[config.mk]
export PLATFORM = sky130hd
export DESIGN_NAME = bms_select
export DESIGN_NICKNAME = d
export VERILOG_FILES = /design/src/logic/bms_pkg.sv /design/src/logic/bms_select.sv
export SDC_FILE = /design/constraint.sdc
export NUM_CORES = 1
export LEC_CHECK = 0
export BUFFER_PORTS_ARGS = -buffer_cell sky130_fd_sc_hd__buf_2
export CELL_PAD_IN_SITES_DETAIL_PLACEMENT = 0
export CELL_PAD_IN_SITES_GLOBAL_PLACEMENT = 2
export CORE_UTILIZATION = 39
export CTS_CLUSTER_SIZE = 40
export DETAILED_ROUTE_END_ITERATION = 8
export GPL_ROUTABILITY_DRIVEN = 1
export GPL_TIMING_DRIVEN = 0
export PLACE_DENSITY_LB_ADDON = 0.1
export SYNTH_ARGS = -nofsm -noshare
export SYNTH_HDL_FRONTEND = slang
export SYNTH_SLANG_ARGS = --single-unit
export TNS_END_PERCENT = 5
[constraint.sdc]
create_clock -name mclk -period 3.25 [get_ports mclk]
set_clock_uncertainty 0.15 [all_clocks]
set_input_delay 0.4875 -clock mclk [delete_from_list [all_inputs] [get_ports mclk]]
set_output_delay 0.4875 -clock mclk [all_outputs]
set_load 0.02 [all_outputs]
[src/logic/bms_pkg.sv]
// Constants, register map and state codes of the bypass mode and source select block.
// Assumes a 125 MHz system clock and an APB master with 32-bit data.
package bms_pkg;
	localparam logic [7:0] OFS_POWER_UP   = 8'h00;
	localparam logic [7:0] OFS_SPEED_SRC  = 8'h04;
	localparam logic [7:0] OFS_RUN_SRC    = 8'h08;
	localparam logic [7:0] OFS_ANALOG_CFG = 8'h0c;
	localparam logic [7:0] OFS_CONTROL    = 8'h10;
	localparam logic [7:0] OFS_KEYPAD_REF = 8'h14;
	localparam logic [7:0] OFS_PRESET0    = 8'h18;
	localparam logic [7:0] OFS_PRESET3    = 8'h24;
	localparam logic [7:0] OFS_MIN_FREQ   = 8'h28;
	localparam logic [7:0] OFS_STATUS     = 8'h2c;

	localparam logic [15:0] RST_POWER_UP  = 16'h0000;
	localparam logic [15:0] RST_SPEED_SRC = 16'h0001;
	localparam logic [15:0] RST_RUN_SRC   = 16'h0001;

	localparam logic [15:0] MAX_POWER_UP  = 16'h0004;
	localparam logic [15:0] MAX_SPEED_SRC = 16'h0003;
	localparam logic [15:0] MIN_RUN_SRC   = 16'h0001;
	localparam logic [15:0] MAX_RUN_SRC   = 16'h0003;

	// Analog config fields
	localparam int AN_PRI_LSB = 0;
	localparam int AN_SEC_LSB = 8;
	// Control fields
	localparam int CTL_PRESET_EN  = 0;
	localparam int CTL_KEY_BYPASS = 1;
	localparam int CTL_RESTART    = 2;

	// Full scale 16'h7fff is 20 mA; 4 mA is one fifth of it
	localparam logic signed [19:0] LIVE_ZERO = 20'sh0199a;

	localparam int unsigned CLK_KHZ       = 125000;
	localparam int unsigned FLASH_HALF_MS = 500;
	localparam int unsigned FLASH_HALF_CYCLES = FLASH_HALF_MS * CLK_KHZ;

	typedef enum logic [2:0] {
		ST_OFF         = 3'b000,
		ST_AUTO_DRIVE  = 3'b001,
		ST_HAND_DRIVE  = 3'b010,
		ST_AUTO_BYPASS = 3'b011,
		ST_HAND_BYPASS = 3'b100
	} bms_mode_type;
endpackage : bms_pkg

[src/logic/bms_select.sv]
// Bypass mode state, speed reference routing and auto run source selection.
// Assumes keypad keys, run terminal and multi-speed inputs arrive asynchronously;
// analog, serial and option values come from logic on mclk.
`timescale 1ns/10ps
`default_nettype none
module bms_select #(
	parameter int unsigned FLASH_HALF_CYCLES = bms_pkg::FLASH_HALF_CYCLES
) (
	input  wire logic        mclk,
	input  wire logic        rst_n,
	input  wire logic        psel,
	input  wire logic        penable,
	input  wire logic        pwrite,
	input  wire logic [7:0]  paddr,
	input  wire logic [31:0] pwdata,
	output logic             pready,
	output logic [31:0]      prdata,
	output logic             pslverr,
	input  wire logic        autoKey,
	input  wire logic        offKey,
	input  wire logic        handKey,
	input  wire logic        runTerminal,
	input  wire logic [1:0]  multiSpeed,
	input  wire logic [15:0] analogInPrimary,
	input  wire logic [15:0] analogInSecondary,
	input  wire logic [15:0] serialRef,
	input  wire logic        serialRun,
	input  wire logic [15:0] optionRef,
	input  wire logic        optionRun,
	output logic [15:0]      freqRef,
	output logic             driveRun,
	output logic             bypassRun,
	output logic             autoLed,
	output logic             handLed,
	output logic             offLed
);
	function automatic logic [15:0] scaleAnalog(input logic [15:0] raw, input logic [1:0] lvl);
		logic signed [19:0] t;
		t = ($signed({{4{raw[15]}}, raw}) - bms_pkg::LIVE_ZERO) * 20'sd5;
		t = t >>> 2;
		case (lvl)
			2'h1: scaleAnalog = raw;
			2'h2: scaleAnalog = t[19] ? 16'h0000 : t[15:0];
			default: scaleAnalog = raw[15] ? 16'h0000 : raw;
		endcase
	endfunction : scaleAnalog

	// Pin synchronisers
	logic [5:0] pinStage1_q;
	logic [5:0] pinStage2_q;
	logic [5:0] pinStage3_q;
	logic [5:0] pinF_q;
	logic [5:0] pinFd_q;
	always_ff @(posedge mclk or negedge rst_n) begin
		if (!rst_n) begin
			pinStage1_q <= 6'h00;
			pinStage2_q <= 6'h00;
			pinStage3_q <= 6'h00;
			pinF_q      <= 6'h00;
			pinFd_q     <= 6'h00;
		end else begin
			pinStage1_q <= {multiSpeed, runTerminal, handKey, offKey, autoKey};
			pinStage2_q <= pinStage1_q;
			pinStage3_q <= pinStage2_q;
			pinF_q      <= (pinStage2_q & pinStage3_q) | (pinF_q & (pinStage2_q | pinStage3_q));
			pinFd_q     <= pinF_q;
		end
	end
	logic       autoEdge;
	logic       offEdge;
	logic       handEdge;
	logic       runDigital;
	logic [1:0] msel;
	assign autoEdge   = pinF_q[0] & ~pinFd_q[0];
	assign offEdge    = pinF_q[1] & ~pinFd_q[1];
	assign handEdge   = pinF_q[2] & ~pinFd_q[2];
	assign runDigital = pinF_q[3];
	assign msel       = pinF_q[5:4];

	// APB slave, one wait-free access phase
	logic [15:0] powerUp_q;
	logic [15:0] speedSrc_q;
	logic [15:0] runSrc_q;
	logic [1:0]  lvlPri_q;
	logic [1:0]  lvlSec_q;
	logic        presetEn_q;
	logic        keyBypass_q;
	logic [15:0] keypadRef_q;
	logic [15:0] minFreq_q;
	logic [15:0] preset_q [4];
	logic        pready_q;
	logic [31:0] prdata_q;
	logic        pslverr_q;
	logic        setup;
	logic        wrEn;
	logic [31:0] rdData;
	logic        rdErr;
	logic        lowRef;
	bms_pkg::bms_mode_type mode_q;
	logic        driveRun_q;
	logic        bypassRun_q;
	logic [15:0] freqRef_q;

	assign setup = psel & ~penable & ~pready_q;
	assign wrEn  = psel & penable & pready_q & pwrite & ~pslverr_q;

	always_comb begin
		rdData = 32'h00000000;
		rdErr  = 1'b0;
		case (paddr)
			bms_pkg::OFS_POWER_UP:   rdData = {16'h0000, powerUp_q};
			bms_pkg::OFS_SPEED_SRC:  rdData = {16'h0000, speedSrc_q};
			bms_pkg::OFS_RUN_SRC:    rdData = {16'h0000, runSrc_q};
			bms_pkg::OFS_ANALOG_CFG: rdData = {22'h000000, lvlSec_q, 6'h00, lvlPri_q};
			bms_pkg::OFS_CONTROL:    rdData = {30'h00000000, keyBypass_q, presetEn_q};
			bms_pkg::OFS_KEYPAD_REF: rdData = {16'h0000, keypadRef_q};
			bms_pkg::OFS_MIN_FREQ:   rdData = {16'h0000, minFreq_q};
			bms_pkg::OFS_STATUS:
				rdData = {freqRef_q, 10'h000, lowRef, bypassRun_q, driveRun_q, mode_q};
			default: begin
				if (paddr >= bms_pkg::OFS_PRESET0 && paddr <= bms_pkg::OFS_PRESET3
						&& paddr[1:0] == 2'h0) begin
					rdData = {16'h0000, preset_q[2'(paddr[7:2] - bms_pkg::OFS_PRESET0[7:2])]};
				end else begin
					rdErr = 1'b1;
				end
			end
		endcase
	end

	// Refused writes answer with an error
	// range check on writes
	logic wrBad;
	always_comb begin
		wrBad = 1'b0;
		case (paddr)
			bms_pkg::OFS_POWER_UP:  wrBad = pwdata[15:0] > bms_pkg::MAX_POWER_UP;
			bms_pkg::OFS_SPEED_SRC: wrBad = pwdata[15:0] > bms_pkg::MAX_SPEED_SRC;
			bms_pkg::OFS_RUN_SRC:
				wrBad = pwdata[15:0] < bms_pkg::MIN_RUN_SRC || pwdata[15:0] > bms_pkg::MAX_RUN_SRC;
			bms_pkg::OFS_STATUS:    wrBad = 1'b1;
			default:                wrBad = 1'b0;
		endcase
	end

	always_ff @(posedge mclk or negedge rst_n) begin
		if (!rst_n) begin
			pready_q  <= 1'b0;
			prdata_q  <= 32'h00000000;
			pslverr_q <= 1'b0;
		end else begin
			pready_q  <= setup;
			pslverr_q <= setup & (rdErr | (pwrite & wrBad));
			prdata_q  <= (setup & ~pwrite) ? rdData : 32'h00000000;
		end
	end

	logic restartReq;
	assign restartReq = wrEn && paddr == bms_pkg::OFS_CONTROL && pwdata[bms_pkg::CTL_RESTART];
	always_ff @(posedge mclk or negedge rst_n) begin
		if (!rst_n) begin
			powerUp_q   <= bms_pkg::RST_POWER_UP;
			speedSrc_q  <= bms_pkg::RST_SPEED_SRC;
			runSrc_q    <= bms_pkg::RST_RUN_SRC;
			lvlPri_q    <= 2'h0;
			lvlSec_q    <= 2'h0;
			presetEn_q  <= 1'b0;
			keyBypass_q <= 1'b0;
			keypadRef_q <= 16'h0000;
			minFreq_q   <= 16'h0000;
			for (int i = 0; i < 4; i++) preset_q[i] <= 16'h0000;
		end else if (wrEn) begin
			case (paddr)
				bms_pkg::OFS_POWER_UP:   powerUp_q <= pwdata[15:0];
				bms_pkg::OFS_SPEED_SRC:  speedSrc_q <= pwdata[15:0];
				bms_pkg::OFS_RUN_SRC:    runSrc_q <= pwdata[15:0];
				bms_pkg::OFS_ANALOG_CFG: begin
					lvlPri_q <= pwdata[bms_pkg::AN_PRI_LSB +: 2];
					lvlSec_q <= pwdata[bms_pkg::AN_SEC_LSB +: 2];
				end
				bms_pkg::OFS_CONTROL: begin
					presetEn_q  <= pwdata[bms_pkg::CTL_PRESET_EN];
					keyBypass_q <= pwdata[bms_pkg::CTL_KEY_BYPASS];
				end
				bms_pkg::OFS_KEYPAD_REF: keypadRef_q <= pwdata[15:0];
				bms_pkg::OFS_MIN_FREQ:   minFreq_q <= pwdata[15:0];
				default: preset_q[2'(paddr[7:2] - bms_pkg::OFS_PRESET0[7:2])] <= pwdata[15:0];
			endcase
		end
	end

	// Power-up mode is taken once after reset, or again on a restart request
	logic applyPending_q;
	always_ff @(posedge mclk or negedge rst_n) begin
		if (!rst_n) begin
			applyPending_q <= 1'b1;
		end else begin
			applyPending_q <= restartReq;
		end
	end

	// Off key wins over everything, including the power-up start
	always_ff @(posedge mclk or negedge rst_n) begin
		if (!rst_n) begin
			mode_q <= bms_pkg::ST_OFF;
		end else if (offEdge) begin
			mode_q <= bms_pkg::ST_OFF;
		end else if (handEdge) begin
			mode_q <= keyBypass_q ? bms_pkg::ST_HAND_BYPASS : bms_pkg::ST_HAND_DRIVE;
		end else if (autoEdge) begin
			mode_q <= keyBypass_q ? bms_pkg::ST_AUTO_BYPASS : bms_pkg::ST_AUTO_DRIVE;
		end else if (applyPending_q) begin
			case (powerUp_q[2:0])
				3'h1: mode_q <= bms_pkg::ST_AUTO_DRIVE;
				3'h2: mode_q <= bms_pkg::ST_HAND_DRIVE;
				3'h3: mode_q <= bms_pkg::ST_AUTO_BYPASS;
				3'h4: mode_q <= bms_pkg::ST_HAND_BYPASS;
				default: mode_q <= bms_pkg::ST_OFF;
			endcase
		end
	end

	logic autoRun;
	always_comb begin
		case (runSrc_q[1:0])
			2'h2: autoRun = serialRun;
			2'h3: autoRun = optionRun;
			default: autoRun = runDigital;
		endcase
	end

	always_ff @(posedge mclk or negedge rst_n) begin
		if (!rst_n) begin
			driveRun_q  <= 1'b0;
			bypassRun_q <= 1'b0;
		end else begin
			driveRun_q  <= (mode_q == bms_pkg::ST_AUTO_DRIVE && autoRun)
				|| mode_q == bms_pkg::ST_HAND_DRIVE;
			bypassRun_q <= (mode_q == bms_pkg::ST_AUTO_BYPASS && autoRun)
				|| mode_q == bms_pkg::ST_HAND_BYPASS;
		end
	end

	logic [15:0] refSel;
	always_comb begin
		case (speedSrc_q[1:0])
			2'h0: refSel = presetEn_q ? preset_q[msel] : keypadRef_q;
			2'h2: refSel = serialRef;
			2'h3: refSel = optionRef;
			default: begin
				refSel = msel[0] ? scaleAnalog(analogInSecondary, lvlSec_q)
					: scaleAnalog(analogInPrimary, lvlPri_q);
			end
		endcase
	end

	always_ff @(posedge mclk or negedge rst_n) begin
		if (!rst_n) begin
			freqRef_q <= 16'h0000;
		end else begin
			freqRef_q <= refSel;
		end
	end

	// Lamps: a signed-negative reference counts as below minimum
	assign lowRef = freqRef_q[15] || freqRef_q == 16'h0000 || freqRef_q < minFreq_q;
	logic [31:0] flashCnt_q;
	logic        flash_q;
	logic        autoLed_q;
	logic        handLed_q;
	logic        offLed_q;
	always_ff @(posedge mclk or negedge rst_n) begin
		if (!rst_n) begin
			flashCnt_q <= 32'h00000000;
			flash_q    <= 1'b0;
		end else if (flashCnt_q >= FLASH_HALF_CYCLES - 1) begin
			flashCnt_q <= 32'h00000000;
			flash_q    <= ~flash_q;
		end else begin
			flashCnt_q <= flashCnt_q + 32'h00000001;
		end
	end

	// lamp pattern on a starved run
	logic runAny;
	assign runAny = driveRun_q | bypassRun_q;
	always_ff @(posedge mclk or negedge rst_n) begin
		if (!rst_n) begin
			autoLed_q <= 1'b0;
			handLed_q <= 1'b0;
			offLed_q  <= 1'b1;
		end else begin
			autoLed_q <= mode_q == bms_pkg::ST_AUTO_DRIVE || mode_q == bms_pkg::ST_AUTO_BYPASS;
			handLed_q <= mode_q == bms_pkg::ST_HAND_DRIVE || mode_q == bms_pkg::ST_HAND_BYPASS;
			offLed_q  <= (runAny && lowRef) ? flash_q : mode_q == bms_pkg::ST_OFF;
		end
	end

	assign pready    = pready_q;
	assign prdata    = prdata_q;
	assign pslverr   = pslverr_q;
	assign freqRef   = freqRef_q;
	assign driveRun  = driveRun_q;
	assign bypassRun = bypassRun_q;
	assign autoLed   = autoLed_q;
	assign handLed   = handLed_q;
	assign offLed    = offLed_q;
endmodule : bms_select
`default_nettype wire

* Word level (Yosys, flattened, before mapping)
Index checks and enable logic that the tools add are counted.
** Storage, ports and cells
- Register bits after elaboration :: 269
- Input bits :: 117
- Output and inout port bits :: 55
- Word-level logic and storage cells :: 164
** Cells by class
- Add/sub/neg operators :: 4
- Multiply operators :: 2
- Magnitude comparators :: 10
- Equality and inequality tests :: 23
- Mux-type cells :: 34
- Bitwise operators :: 29
- Reductions and logical operators :: 31
** Operator list (number)
- $pmux W32 S8 :: 1
- $mux W16 :: 10
- $bmux W16 S2 :: 2
- $bwmux W64 :: 1
- $mux W32 :: 2
- $pmux W16 S2 :: 2
- $pmux W16 S3 :: 1
- $mul A17 B4 Y20 const B :: 2
- $sub A16 B14 Y17 const B :: 2
- $add A32 B1 Y32 const B :: 1
- $demux W16 S2 :: 1
- $ge A32 B26 Y1 const B :: 1
- $mux W15 :: 2
- $eq A8 B4 Y1 const B :: 2
- $eq A8 B5 Y1 const B :: 2
- $eq A8 B6 Y1 const B :: 2
- $gt A16 B2 Y1 const B :: 1
- $gt A16 B3 Y1 const B :: 1
- $logic_not A16 Y1 :: 1
- $lt A16 B1 Y1 const B :: 1
- $lt A16 B16 Y1 :: 1
- $reduce_and A2 Y1 :: 8
- $mux W3 :: 5
- $and A1 B1 Y1 :: 12
- other kinds (29) :: 69

* Logic depth before layout (Yosys ltp)
Gate-level depths: netlist (run 1).
- Depth after elaboration :: 8
- Mapped depth :: 20
- Mapped depth without buffers :: 19

* Least setup slack after synthesis (run 1)
No wires, ideal clock.
- Path type :: in2reg
- From :: in analogInPrimary[1]
- To :: reg freqRef_q[10], in the netlist freqRef[10]
- Library setup time :: 126 ps
- Arrival :: 3839 ps
- Data required time :: 2974 ps
- Path slack :: -865 ps
- Stages :: 19
- Path buffers :: 1
- Cells stage by stage :: inv_1 ha_1 nor2_1 or3_1 nor2b_1 nor3_1 nor2_1 xnor2_1 ha_1 ha_1 a211oi_1 nand2_1 o211ai_1 o21ai_1 xnor2_2 and3_1 buf_4 a221oi_1 nor2_1
** Between the ends
- Longest elaborated chain between the ends :: 6
** Ends and longest elaborated chain
- start, declared :: RTL line bms_select.sv:24 : input wire logic [15:0] analogInPrimary,
- $sub A16 B14 Y17 :: RTL line bms_select.sv:39 : t = ($signed({{4{raw[15]}}, raw}) - bms_pkg::LIVE_ZERO) * 20'sd5;
- $mul A17 B4 Y20 :: RTL line bms_select.sv:39
- $mux W16 :: RTL line bms_select.sv:43 : 2'h2: scaleAnalog = t[19] ? 16'h0000 : t[15:0];
- $pmux W16 S2 :: RTL line bms_select.sv:41 : case (lvl)
- $mux W16 :: RTL line bms_select.sv:251 : refSel = msel[0] ? scaleAnalog(analogInSecondary, lvlSec_q)
- $pmux W16 S3 :: RTL line bms_select.sv:246 : case (speedSrc_q[1:0])
- net refSel[10] :: RTL line bms_select.sv:244 : logic [15:0] refSel;
- end signal, assigned :: RTL line bms_select.sv:261 : freqRef_q <= refSel;
- end, declared :: RTL line bms_select.sv:102 : logic [15:0] freqRef_q;
The timed path passes the listed nets, and every way through them passes these cells.
A chain may end at the register's enable or synchronous reset.

* Final worst setup path (run 1)
- From :: in analogInPrimary[1]
- To :: reg freqRef_q[14], in the netlist freqRef[14]
The elaborated chain is that of the path after synthesis.

==> flow_summary.json, run 1 <==
{
  "regToRegStartpoint": "pinF_q[5]",
  "gp_congestion": 0.8951,
  "dp_hpwl_um": 36220,
  "power_uw": 8929,
  "drc_errors": 0,
  "drt_wl_total_um": 47010,
  "dr.pass1.iters": 5,
  "max_freq_mhz": 272.9,
  "vias_per_cell": 5.558,
  "rrSetupSlack_ns": 0.34,
  "clockBufferDepth": 3,
  "wl_per_cell_um": 22.57,
  "ys_types": 71,
  "syn-mean-instance-area_sq_um": 11.18,
  "grt_max_degree": 114,
  "synth_top_area_share_pct": 44.20,
  "cp.required_ns": 3.57,
  "synth_area_sq_mm": 0.01500,
  "root_buffer": "clkbuf_16",
  "p_clk_share_pct": 38.5,
  "violations": "setup timing",
  "insertion_delay_ns": 0.57,
  "yosysMostFrequentCell": "dfrtp_1",
  "grt_antenna_before_repair": 0,
  "internal_power_uw": 6351,
  "globalRouteTotalUtil_pct": 24.42,
  "num-nets-final": 1751,
  "status": "complete, but fails checks",
  "rsz0062_at_grt": "true",
  "ys_seq_area_share_pct": 44.90,
  "synthArstFlopShare_pct": 100.0,
  "grt_overflow_total": 0,
  "power-per-cell-area_mw_per_mm2": 490.2,
  "critPathLaunch": "analogInPrimary[1]",
  "path_cells": "buf_12, inv_8, ha_4, nor2_4, or3_4, nor2b_4, nor3_4, nor2_2, xnor2_2, ha_2, ha_4, a211oi_2, nand2_1, o211ai_1, o21ai_1, xnor2_2, and3_4, buf_12, nand3b_1, a31oi_2",
  "netlist_top_cells_area": "dfrtp_1 44%, mux2_2 11%, ha_1 7.0%",
  "power_switching_share_pct": 28.87,
  "grt_pass1_wl_um": 71730,
  "post-route-min-period_ns": 3.664,
  "crit_end": "freqRef[14]",
  "ant_nets": 0,
  "start_kind": "input pin",
  "setup_viol": 16,
  "fill_cells": 3495,
  "synth_seq_cells": 269,
  "yosysTopAreaCell": "dfrtp_1",
  "antenna_cells": 0,
  "drive_gt1_share_pct": 31.81,
  "grt_pass1_vias": 11590,
  "fp.coreArea_sq_mm": 0.03776,
  "die_h_um": 198.1,
  "final_util_pct": 48.24,
  "cp.arrival_ns": 3.98,
  "vdd.ir_drop.worst_uv": 383.9,
  "synth_common_cells": "265 x dfrtp_1, 145 x mux2_2, 96 x nand2_1",
  "period_share_pct": 112.7,
  "max-slew-margin-rel_pct": 41.71,
  "synth_edf_count": 0,
  "rr_endpoint": "freqRef[12]",
  "pwr-share-seq_pct": 40.3,
  "setup_ws_ns": -0.4143,
  "cts_sinks": 269,
  "pwr-share-comb_pct": 21.2,
  "cp_max_fo": 10,
  "io_buffer_count": 141,
  "dieArea_sq_mm": 0.03926,
  "cap_violations": 0,
  "worst_pin_slew_ns": 0.8743,
  "crit_slowest_cell": "or3_4",
  "top_level_ports": 172,
  "synth_cells": 1342,
  "p_leak_uw": 0.008388,
  "numCtsBuffers": 30,
  "hold_viol": 0,
  "hp-class": "input pin to flop",
  "initial_core_util_pct": 39.74,
  "critPathKind": "input pin to flop",
  "area_growth_pct": 21.39,
  "cts.clk_slew.worst_paths_ns": 0.06,
  "yosysWarnings": 0,
  "rows": 71,
  "cts_max_level": 1,
  "report.final.slew_viol_count": 0,
  "yosys_most_used_dff": "dfrtp_1",
  "num_vias": 11580,
  "power.switching_uw": 2578,
  "reg2regPathDepth": 7,
  "cts_tree": "yes",
  "drt_iter0_drc": 811,
  "die_x_um": 198.1,
  "hold_start": "pwdata[1]",
  "worstSetupEndpointType": "flop",
  "cp_slowest_stage_delay_ns": 0.33
}
cell type report:
class | instances | area [sq um] | area share, %
repair buffers | 169 | 1030 | 5.654
clock inverters | 16 | 165.2 | 0.9068
inverters | 37 | 158.9 | 0.8724
flip-flops and latches | 269 | 6736 | 36.99
multi-input cells | 968 | 8315 | 45.66
plain buffers | 73 | 339.1 | 1.862
well taps | 511 | 639.4 | 3.510
clock buffers | 40 | 829.5 | 4.555
worst min path at each step:
stage	cells after the start	end	slack, ns
final	2	keyBypass_q	0.08
after global routing	2	keyBypass_q	0.08
after CTS	3	pslverr	0.05
after detailed placement	0	pinStage2_q[5]	0.19
after global placement	0	pinStage2_q[5]	0.18
after floorplan	0	autoLed	0.04
kinds of logic (layout without fill, tap and decap cells):
group | Yosys count | after routing | synth area share (%)
simple gates | 333 | 333 | 10.90
mux | 198 | 198 | 17.09
compound gates | 270 | 270 | 12.33
other cells | 1 | 6 | 0.02499
buf+inv | 110 | 335 | 3.010
fa+ha+maj | 92 | 92 | 7.672
xor+xnor | 69 | 69 | 4.078
flops | 269 | 269 | 44.90
metrics by stage:
| stage | setup slack (ns) | cells | area [sq um] | hold slack [ns] | setup TNS (ns) |
|---|---|---|---|---|---|
| after global routing | -0.5150 | 2083 | 18210 | 0.07953 | -7.444 |
| after floorplan | -0.6003 | 1347 | 15180 | 0.04191 | -8.905 |
| after global placement | -3.450 | 1999 | 16530 | 0.1825 | -948.24 |
| after CTS | -0.4184 | 2078 | 18070 | 0.04776 | -5.339 |
| after detailed placement | -1.588 | 2001 | 16590 | 0.1885 | -35.54 |
| final | -0.4143 | 2083 | 18210 | 0.07770 | -5.526 |
state kept, by name, indices dropped and copies added (netlist names), 2 cells and up:
name	count
lvlSec_q	2
speedSrc_q	16
pinStage3_q	6
lvlPri_q	2
runSrc_q	16
prdata	32
pinF_q	6
freqRef	16
keypadRef_q	16
mode_q	3
powerUp_q	16
pinFd_q	3
minFreq_q	16
pinStage1_q	6
pinStage2_q	6
preset_q	64
flashCnt_q	32
layout by cell type (no fill, tap or decap), types with 11 or more instances in the layout:
cell type / n
dfrtp_1: 265
buf_2: 147
mux2_2: 145
nand2_1: 94
nor2_1: 79
ha_1: 72
o21ai_0: 65
clkbuf_1: 56
a21oi_1: 45
inv_1: 35
xnor2_1: 32
mux4_2: 32
clkbuf_16: 31
xor2_1: 29
nor3_1: 24
and3_1: 23
mux2i_1: 21
a222oi_1: 21
nand3_1: 20
buf_4: 19
o22ai_1: 16
nand4_1: 13
a221oi_1: 13
nand2b_1: 12
ha_4: 11
power by group through the flow:
stage | registers, uW | logic, uW | clock network, uW
4_1_cts | 3590 | 1840 | 3520
3_3_place_gp | 3650 | 1700 | 0
3_5_place_dp | 3650 | 1720 | 0
5_1_grt | 3610 | 2090 | 3660
2_1_floorplan | 3640 | 1130 | 0
6_report | 3590 | 1900 | 3440
timing repair:
item | in CTS | in global routing
hold endpoints to repair | 54 | 0
hold buffers | 7 | 0
gates resized for setup | 54 | 21
setup buffers | 14 | 5
setup endpoints to repair | 17 | 26
pin swaps | 33 | 25
critical path, delay by kind of cell:
kind / cells / cell delay [ns]
compound gates: 4 / 0.89
fa+ha+maj: 3 / 0.63
buf+inv: 3 / 0.30
simple gates: 8 / 1.25
xor+xnor: 2 / 0.41
per-layer routing:
layer	up-vias	track usage (%)	part of all wire, %
met2	285	36.63	44
met3	74	3.015	4.5
met4	0	7.293	3.1
li1	5398	-	-
met1	5821	36.50	49
met5	-	0	0
Power figures use the tool's default switching activity.
==> run 2: changes to the inputs <==
Clock period 3.25 ns to 3.8 ns, I/O delays scaled along.
==> run 2 against run 1 <==
Compared with the run above:
- the run still ends with setup timing left
- routed wire length decreased by 0.28%
- flip-flop and latch count unchanged
- sequential power decreased by 14%
- first-iteration DRC count increased by 5.4%
- critical path depth decreased by 1
- power decreased by 15%
- via count decreased by 0.48%
- combinational power decreased by 16%
- non-clock buffer count decreased by 4
- sequential share of layout area increased by 0.17 points
- core utilization decreased by 0.23 points
- largest cell class unchanged
==> flow_summary.json, run 2 (synthesis gave the netlist of run 1 again) <==
{
  "status": "complete, but fails checks",
  "violations": "setup timing",
  "drt_wl_total_um": 46880,
  "max-slew-margin-rel_pct": 7.042,
  "initial_core_util_pct": 39.74,
  "largest_register_ffs": 64,
  "rsz0062_at_grt": "true",
  "dp_hpwl_um": 36220,
  "globalRouteTotalUtil_pct": 24.31,
  "crit_slowest_cell": "a2111oi_4",
  "post-route-min-period_ns": 3.826,
  "wl_per_cell_um": 22.55,
  "die_h_um": 198.1,
  "tns_ns": -0.04355,
  "insertion_delay_ns": 0.57,
  "root_buffer": "clkbuf_16",
  "cp_slowest_stage_delay_ns": 0.36,
  "grt_pass1_vias": 11510,
  "num-nets-final": 1747,
  "drive_gt1_share_pct": 31.25,
  "grt_antenna_before_repair": 0,
  "fp.coreArea_sq_mm": 0.03776,
  "num_vias": 11520,
  "dr.pass1.iters": 8,
  "period_share_pct": 100.7,
  "die_x_um": 198.1,
  "worstSetupEndpointType": "flop",
  "ant_nets": 0,
  "placed_cells": 2001,
  "cp_max_fo": 10,
  "critPathKind": "input pin to flop",
  "io_buffer_count": 141,
  "cp.required_ns": 4.12,
  "cap_violations": 0,
  "final_cell_mix": "265 x dfrtp_1, 147 x buf_2, 145 x mux2_2, 94 x nand2_1, 78 x nor2_1",
  "layout_commonest_cell": "dfrtp_1",
  "gp_congestion": 0.8951,
  "setup_viol": 2,
  "drt_iter0_drc": 855,
  "cts.clk_slew.worst_paths_ns": 0.06,
  "worst_pin_slew_ns": 1.384,
  "vdd.ir_drop.worst_uv": 331.1,
  "path_cells": "buf_12, clkinv_8, ha_4, nor2_4, or3_4, nor2b_4, xnor2_2, ha_1, ha_4, buf_8, a2111oi_4, nand2_1, o211ai_1, o21ai_1, xnor2_2, and3_4, buf_12, nand3b_1, a31oi_2",
  "hold_viol": 0,
  "start_kind": "input pin",
  "layout.cells.non_filler": 2079,
  "rows": 71,
  "report.final.slew_viol_count": 0,
  "clockBufferDepth": 3,
  "cts_tree": "yes",
  "drc_errors": 0,
  "final_util_pct": 48.02,
  "area_growth_pct": 20.82,
  "antenna_cells": 0,
  "vias_per_cell": 5.542,
  "cts_sinks": 269,
  "dieArea_sq_mm": 0.03926,
  "place_ws_ns": -1.121,
  "hp-class": "input pin to flop",
  "setup_ws_ns": -0.02636,
  "cts_max_level": 1,
  "grt_pass1_wl_um": 71400,
  "cp.arrival_ns": 4.14,
  "numCtsBuffers": 30,
  "regMostFlops": "preset_q",
  "max_freq_mhz": 261.3,
  "grt_overflow_total": 0,
  "power-per-cell-area_mw_per_mm2": 419.3,
  "p_leak_uw": 0.008356,
  "top_level_ports": 172,
  "fill_cells": 3491,
  "grt_max_degree": 114
}
-- run 2: cell count changes in the layout (fill, tap and decap cells not counted), sizes merged --
cell,before,now
inv,38,37
clkinv,11,12
buf,180,176
-- run 2: final cells by class --
type	count	area, sq um	share of cell area (%)
multi-input cells	968	8259	45.56
flip-flops and latches	269	6736	37.16
repair buffers	165	996.0	5.494
clock buffers	40	829.5	4.576
well taps	511	639.4	3.527
plain buffers	73	339.1	1.870
clock inverters	16	165.2	0.9110
inverters	37	163.9	0.9041
-- run 2: metrics by stage --
| step | area (sq um) | hold WS (ns) | total power (uW) |
|---|---|---|---|
| 3_5_place_dp | 16590 | 0.1885 | 4592 |
| 2_1_floorplan | 15180 | 0.1244 | 4074 |
| 6_report | 18130 | 0.1564 | 7601 |
| 5_1_grt | 18130 | 0.1620 | 7967 |
| 4_1_cts | 17850 | 0.1303 | 7598 |
| 3_3_place_gp | 16530 | 0.1825 | 4569 |
-- run 2: report_power, final --
group | leakage, uW | switching (uW) | total, uW | internal, uW
registers | 0.00355 | 83.7 | 3070 | 2990
clock network | 0.000495 | 1200 | 2940 | 1740
logic | 0.00431 | 907 | 1590 | 683
-- run 2: final timing paths --
kind,cells past startpoint,slack [ns],from,endpoint
worst max-delay path,19,-0.03,analogInPrimary[1],freqRef[14]
worst min-delay path,2,0.16,pwdata[1],keyBypass_q
worst max register to register,5,0.55,pslverr,preset_q[56]
worst min register to register,0,0.20,pinStage1_q[5],pinStage2_q[5]
max in group asynchronous,4,1.68,rst_n,preset_q[2]
min in group asynchronous,2,0.35,rst_n,prdata[23]
-- run 2: per-layer routing --
metal  up-vias  global-route usage (%)  wire, um
met3        75                   2.981      2065
met1      5794                   36.48     23030
met2       265                   36.35     20370
met4         0                   7.206      1413
li1       5388                       -         -
met5         -                       0         0
-- run 2: what timing repair did --
item	4_1_cts	5_1_grt
gates resized for setup	25	48
endpoints found under the setup margin	16	16
hold endpoints to repair	54	0
setup buffers	6	9
hold buffers	7	0
pin swaps	10	25
-- run 2: worst max-delay path, delay by kind of cell --
family,cells,cell delay (ns)
compound gates,4,1.05
simple gates,6,0.99
fa+ha+maj,3,0.74
buf+inv,4,0.42
xor+xnor,2,0.36
==> run 3: changes to the inputs <==
==> constraint.sdc (replaced) <==
create_clock -name mclk -period 3.8 [get_ports mclk]
set_clock_uncertainty 0.15 [all_clocks]
set_input_delay 0.19 -clock mclk [delete_from_list [all_inputs] [get_ports mclk]]
set_output_delay 0.19 -clock mclk [all_outputs]
set_load 0.02 [all_outputs]
==> run 3 against run 2 <==
Compared with the run above:
- the run now ends clean
- non-clock buffer count up 46
- first-iteration DRC count up 10%
- final cell count up 2.1%
- maximum frequency up 3.2%
- die area unchanged
- power up 3.8%
- largest cell class unchanged
- clock power up 12%
- largest power group is now clock
- core utilization up 0.71 points
==> flow_summary.json, run 3 (synthesis gave the netlist of run 1 again) <==
{
  "post-route-min-period_ns": 3.708,
  "num-nets-final": 1792,
  "status": "finished, final reports clean",
  "grt_max_degree": 101,
  "hold_viol": 0,
  "io_buffer_count": 141,
  "power-per-cell-area_mw_per_mm2": 428.9,
  "cp.arrival_ns": 4.01,
  "die_x_um": 198.1,
  "dr.pass1.iters": 6,
  "critPathLaunch": "analogInPrimary[1]",
  "cap_violations": 0,
  "fp.coreArea_sq_mm": 0.03776,
  "initial_core_util_pct": 39.74,
  "rsz0062_at_grt": "true",
  "grt_pass1_vias": 11680,
  "cts.clk_slew.worst_paths_ns": 0.06,
  "cp_slowest_stage_delay_ns": 0.34,
  "drt_wl_total_um": 46710,
  "num_vias": 11690,
  "ant_nets": 0,
  "grt_pass1_wl_um": 71330,
  "reg2regPathDepth": 8,
  "cts_tree": "yes",
  "path_cells": "buf_2, inv_1, ha_1, nor2_1, or3_1, nor2b_1, nor3_2, nor2_1, nor3_2, xor2_1, ha_1, ha_1, nor2b_1, o21ai_0, o21ai_2, xnor2_2, and3_4, buf_6, a22oi_1, a21oi_2",
  "crit_buf_inv": 3,
  "gp_congestion": 0.9048,
  "max_freq_mhz": 269.7,
  "worst_pin_slew_ns": 1.312,
  "largest_register_ffs": 64,
  "cts_max_level": 1,
  "rows": 71,
  "vdd.ir_drop.worst_uv": 366.7,
  "grt_antenna_before_repair": 0,
  "wl_per_cell_um": 22.00,
  "antenna_cells": 0,
  "root_buffer": "clkbuf_16",
  "drive_gt1_share_pct": 27.67,
  "dp_hpwl_um": 36140,
  "numCtsBuffers": 29,
  "critPathKind": "input pin to flop",
  "p_leak_uw": 0.008508,
  "final_area_sq_mm": 0.01840,
  "layout_commonest_cell": "dfrtp_1",
  "period_share_pct": 97.58,
  "setup_viol": 0,
  "cp_top_family": "simple AND/OR/NAND/NOR gates",
  "vias_per_cell": 5.508,
  "crit_slowest_cell": "or3_1",
  "clockBufferDepth": 3,
  "globalRouteTotalUtil_pct": 24.23,
  "whs_ns": 0.02071,
  "cts_sinks": 269,
  "top_level_ports": 172,
  "hp-class": "input pin to flop",
  "drc_errors": 0,
  "final_cell_mix": "265 x dfrtp_1, 150 x buf_2, 145 x mux2_2, 96 x nand2_1, 84 x nor2_1",
  "multi_input_area_sq_mm": 0.007995,
  "regToRegStartpoint": "pinF_q[5]",
  "insertion_delay_ns": 0.56,
  "grt_overflow_total": 0,
  "die_h_um": 198.1,
  "cp_max_fo": 10,
  "worstSetupEndpointType": "flop",
  "report.final.slew_viol_count": 0,
  "crit_end": "freqRef[1]",
  "start_kind": "input pin",
  "fill_cells": 3493,
  "dpl_cell_area_sq_mm": 0.01644,
  "crit_path_frequent_cell": "ha_1",
  "cp.required_ns": 4.10,
  "max-slew-margin-rel_pct": 11.86,
  "drt_iter0_drc": 942,
  "seq_area_sq_mm": 0.006736,
  "rrSetupSlack_ns": 0.46,
  "dieArea_sq_mm": 0.03926,
  "area_growth_pct": 22.60,
  "rr_endpoint": "freqRef[12]",
  "worstSetupPathDepth": 20,
  "regMostFlops": "preset_q"
}
==> run 3: cell types whose count changed in the layout (fill, tap and decap cells not counted), moves of 4 or more <==
cell | previous run | this run
bufinv_16 | 3 | 9
dlygate4sd3_1 | 7 | 62
ha_4 | 8 | 1
ha_1 | 73 | 79
nor2_1 | 78 | 84
buf_12 | 4 | 0
clkinv_2 | 10 | 3
buf_4 | 16 | 8
clkbuf_8 | 2 | 6
xnor2_2 | 6 | 1
xnor2_1 | 34 | 39
nor2_2 | 4 | 0
==> run 3: routing by layer <==
metal	global-route usage [%]	routed length (um)
met1	36.23	22850
met5	0	0
met2	36.61	20570
met4	7.465	1552
met3	2.555	1745
==> run 3: metrics by stage <==
step / setup TNS [ns] / util (%) / std cells / setup slack [ns] / power [uW]
2_1_floorplan: 0 / - / 1347 / 0.03584 / 4032
3_3_place_gp: -689.54 / 43.37 / 1999 / -2.572 / 4532
3_5_place_dp: -9.959 / 43.54 / 2001 / -0.8436 / 4548
4_1_cts: -0.01584 / 48.27 / 2119 / -0.01584 / 7916
5_1_grt: -0.1534 / 48.72 / 2123 / -0.04916 / 8228
6_report: 0 / 48.72 / 2123 / 0.09191 / 7891
==> run 3: final cells by class <==
cell class / count / area share [%]
clock inverter: 15 / 1.680
timing repair buffer: 212 / 7.836
multi-input combinational: 968 / 43.46
sequential: 269 / 36.62
inverter: 37 / 0.7550
tap: 511 / 3.476
clock buffer: 39 / 4.476
buffer: 72 / 1.694
==> run 3: worst register-to-register path, cell delays in order, from the launching register on <==
cell           delay, ns
dfrtp_1             0.32
clkbuf_1            0.48
clkbuf_1            0.60
mux4_2              0.42
mux2i_1             0.34
o21ai_0             0.17
o22ai_1             0.14
dlygate4sd3_1       0.57
a21oi_1             0.06
==> run 3: power breakdown <==
group	internal, uW	switching, uW
Sequential	2990	85.4
Clock	2130	1170
Combinational	641	877
==> run 3: worst min path at each step <==
stage | end | start | cells after the start
final | freqRef[5] | analogInSecondary[5] | 3
after global routing | freqRef[11] | analogInPrimary[11] | 3
after detailed placement | pinStage1_q[1] | rst_n | 1
after floorplan | autoLed | rst_n | 0
after global placement | pinStage1_q[5] | multiSpeed[1] | 1
after CTS | freqRef[9] | analogInSecondary[9] | 4
==> run 3: what timing repair did <==
item / 4_1_cts / 5_1_grt
gates resized for setup: 5 / 27
endpoints found under the hold margin: 196 / 0
setup endpoints to repair: 10 / 16
pin swaps: 2 / 11
hold buffers: 62 / 0
setup buffers: 2 / 4
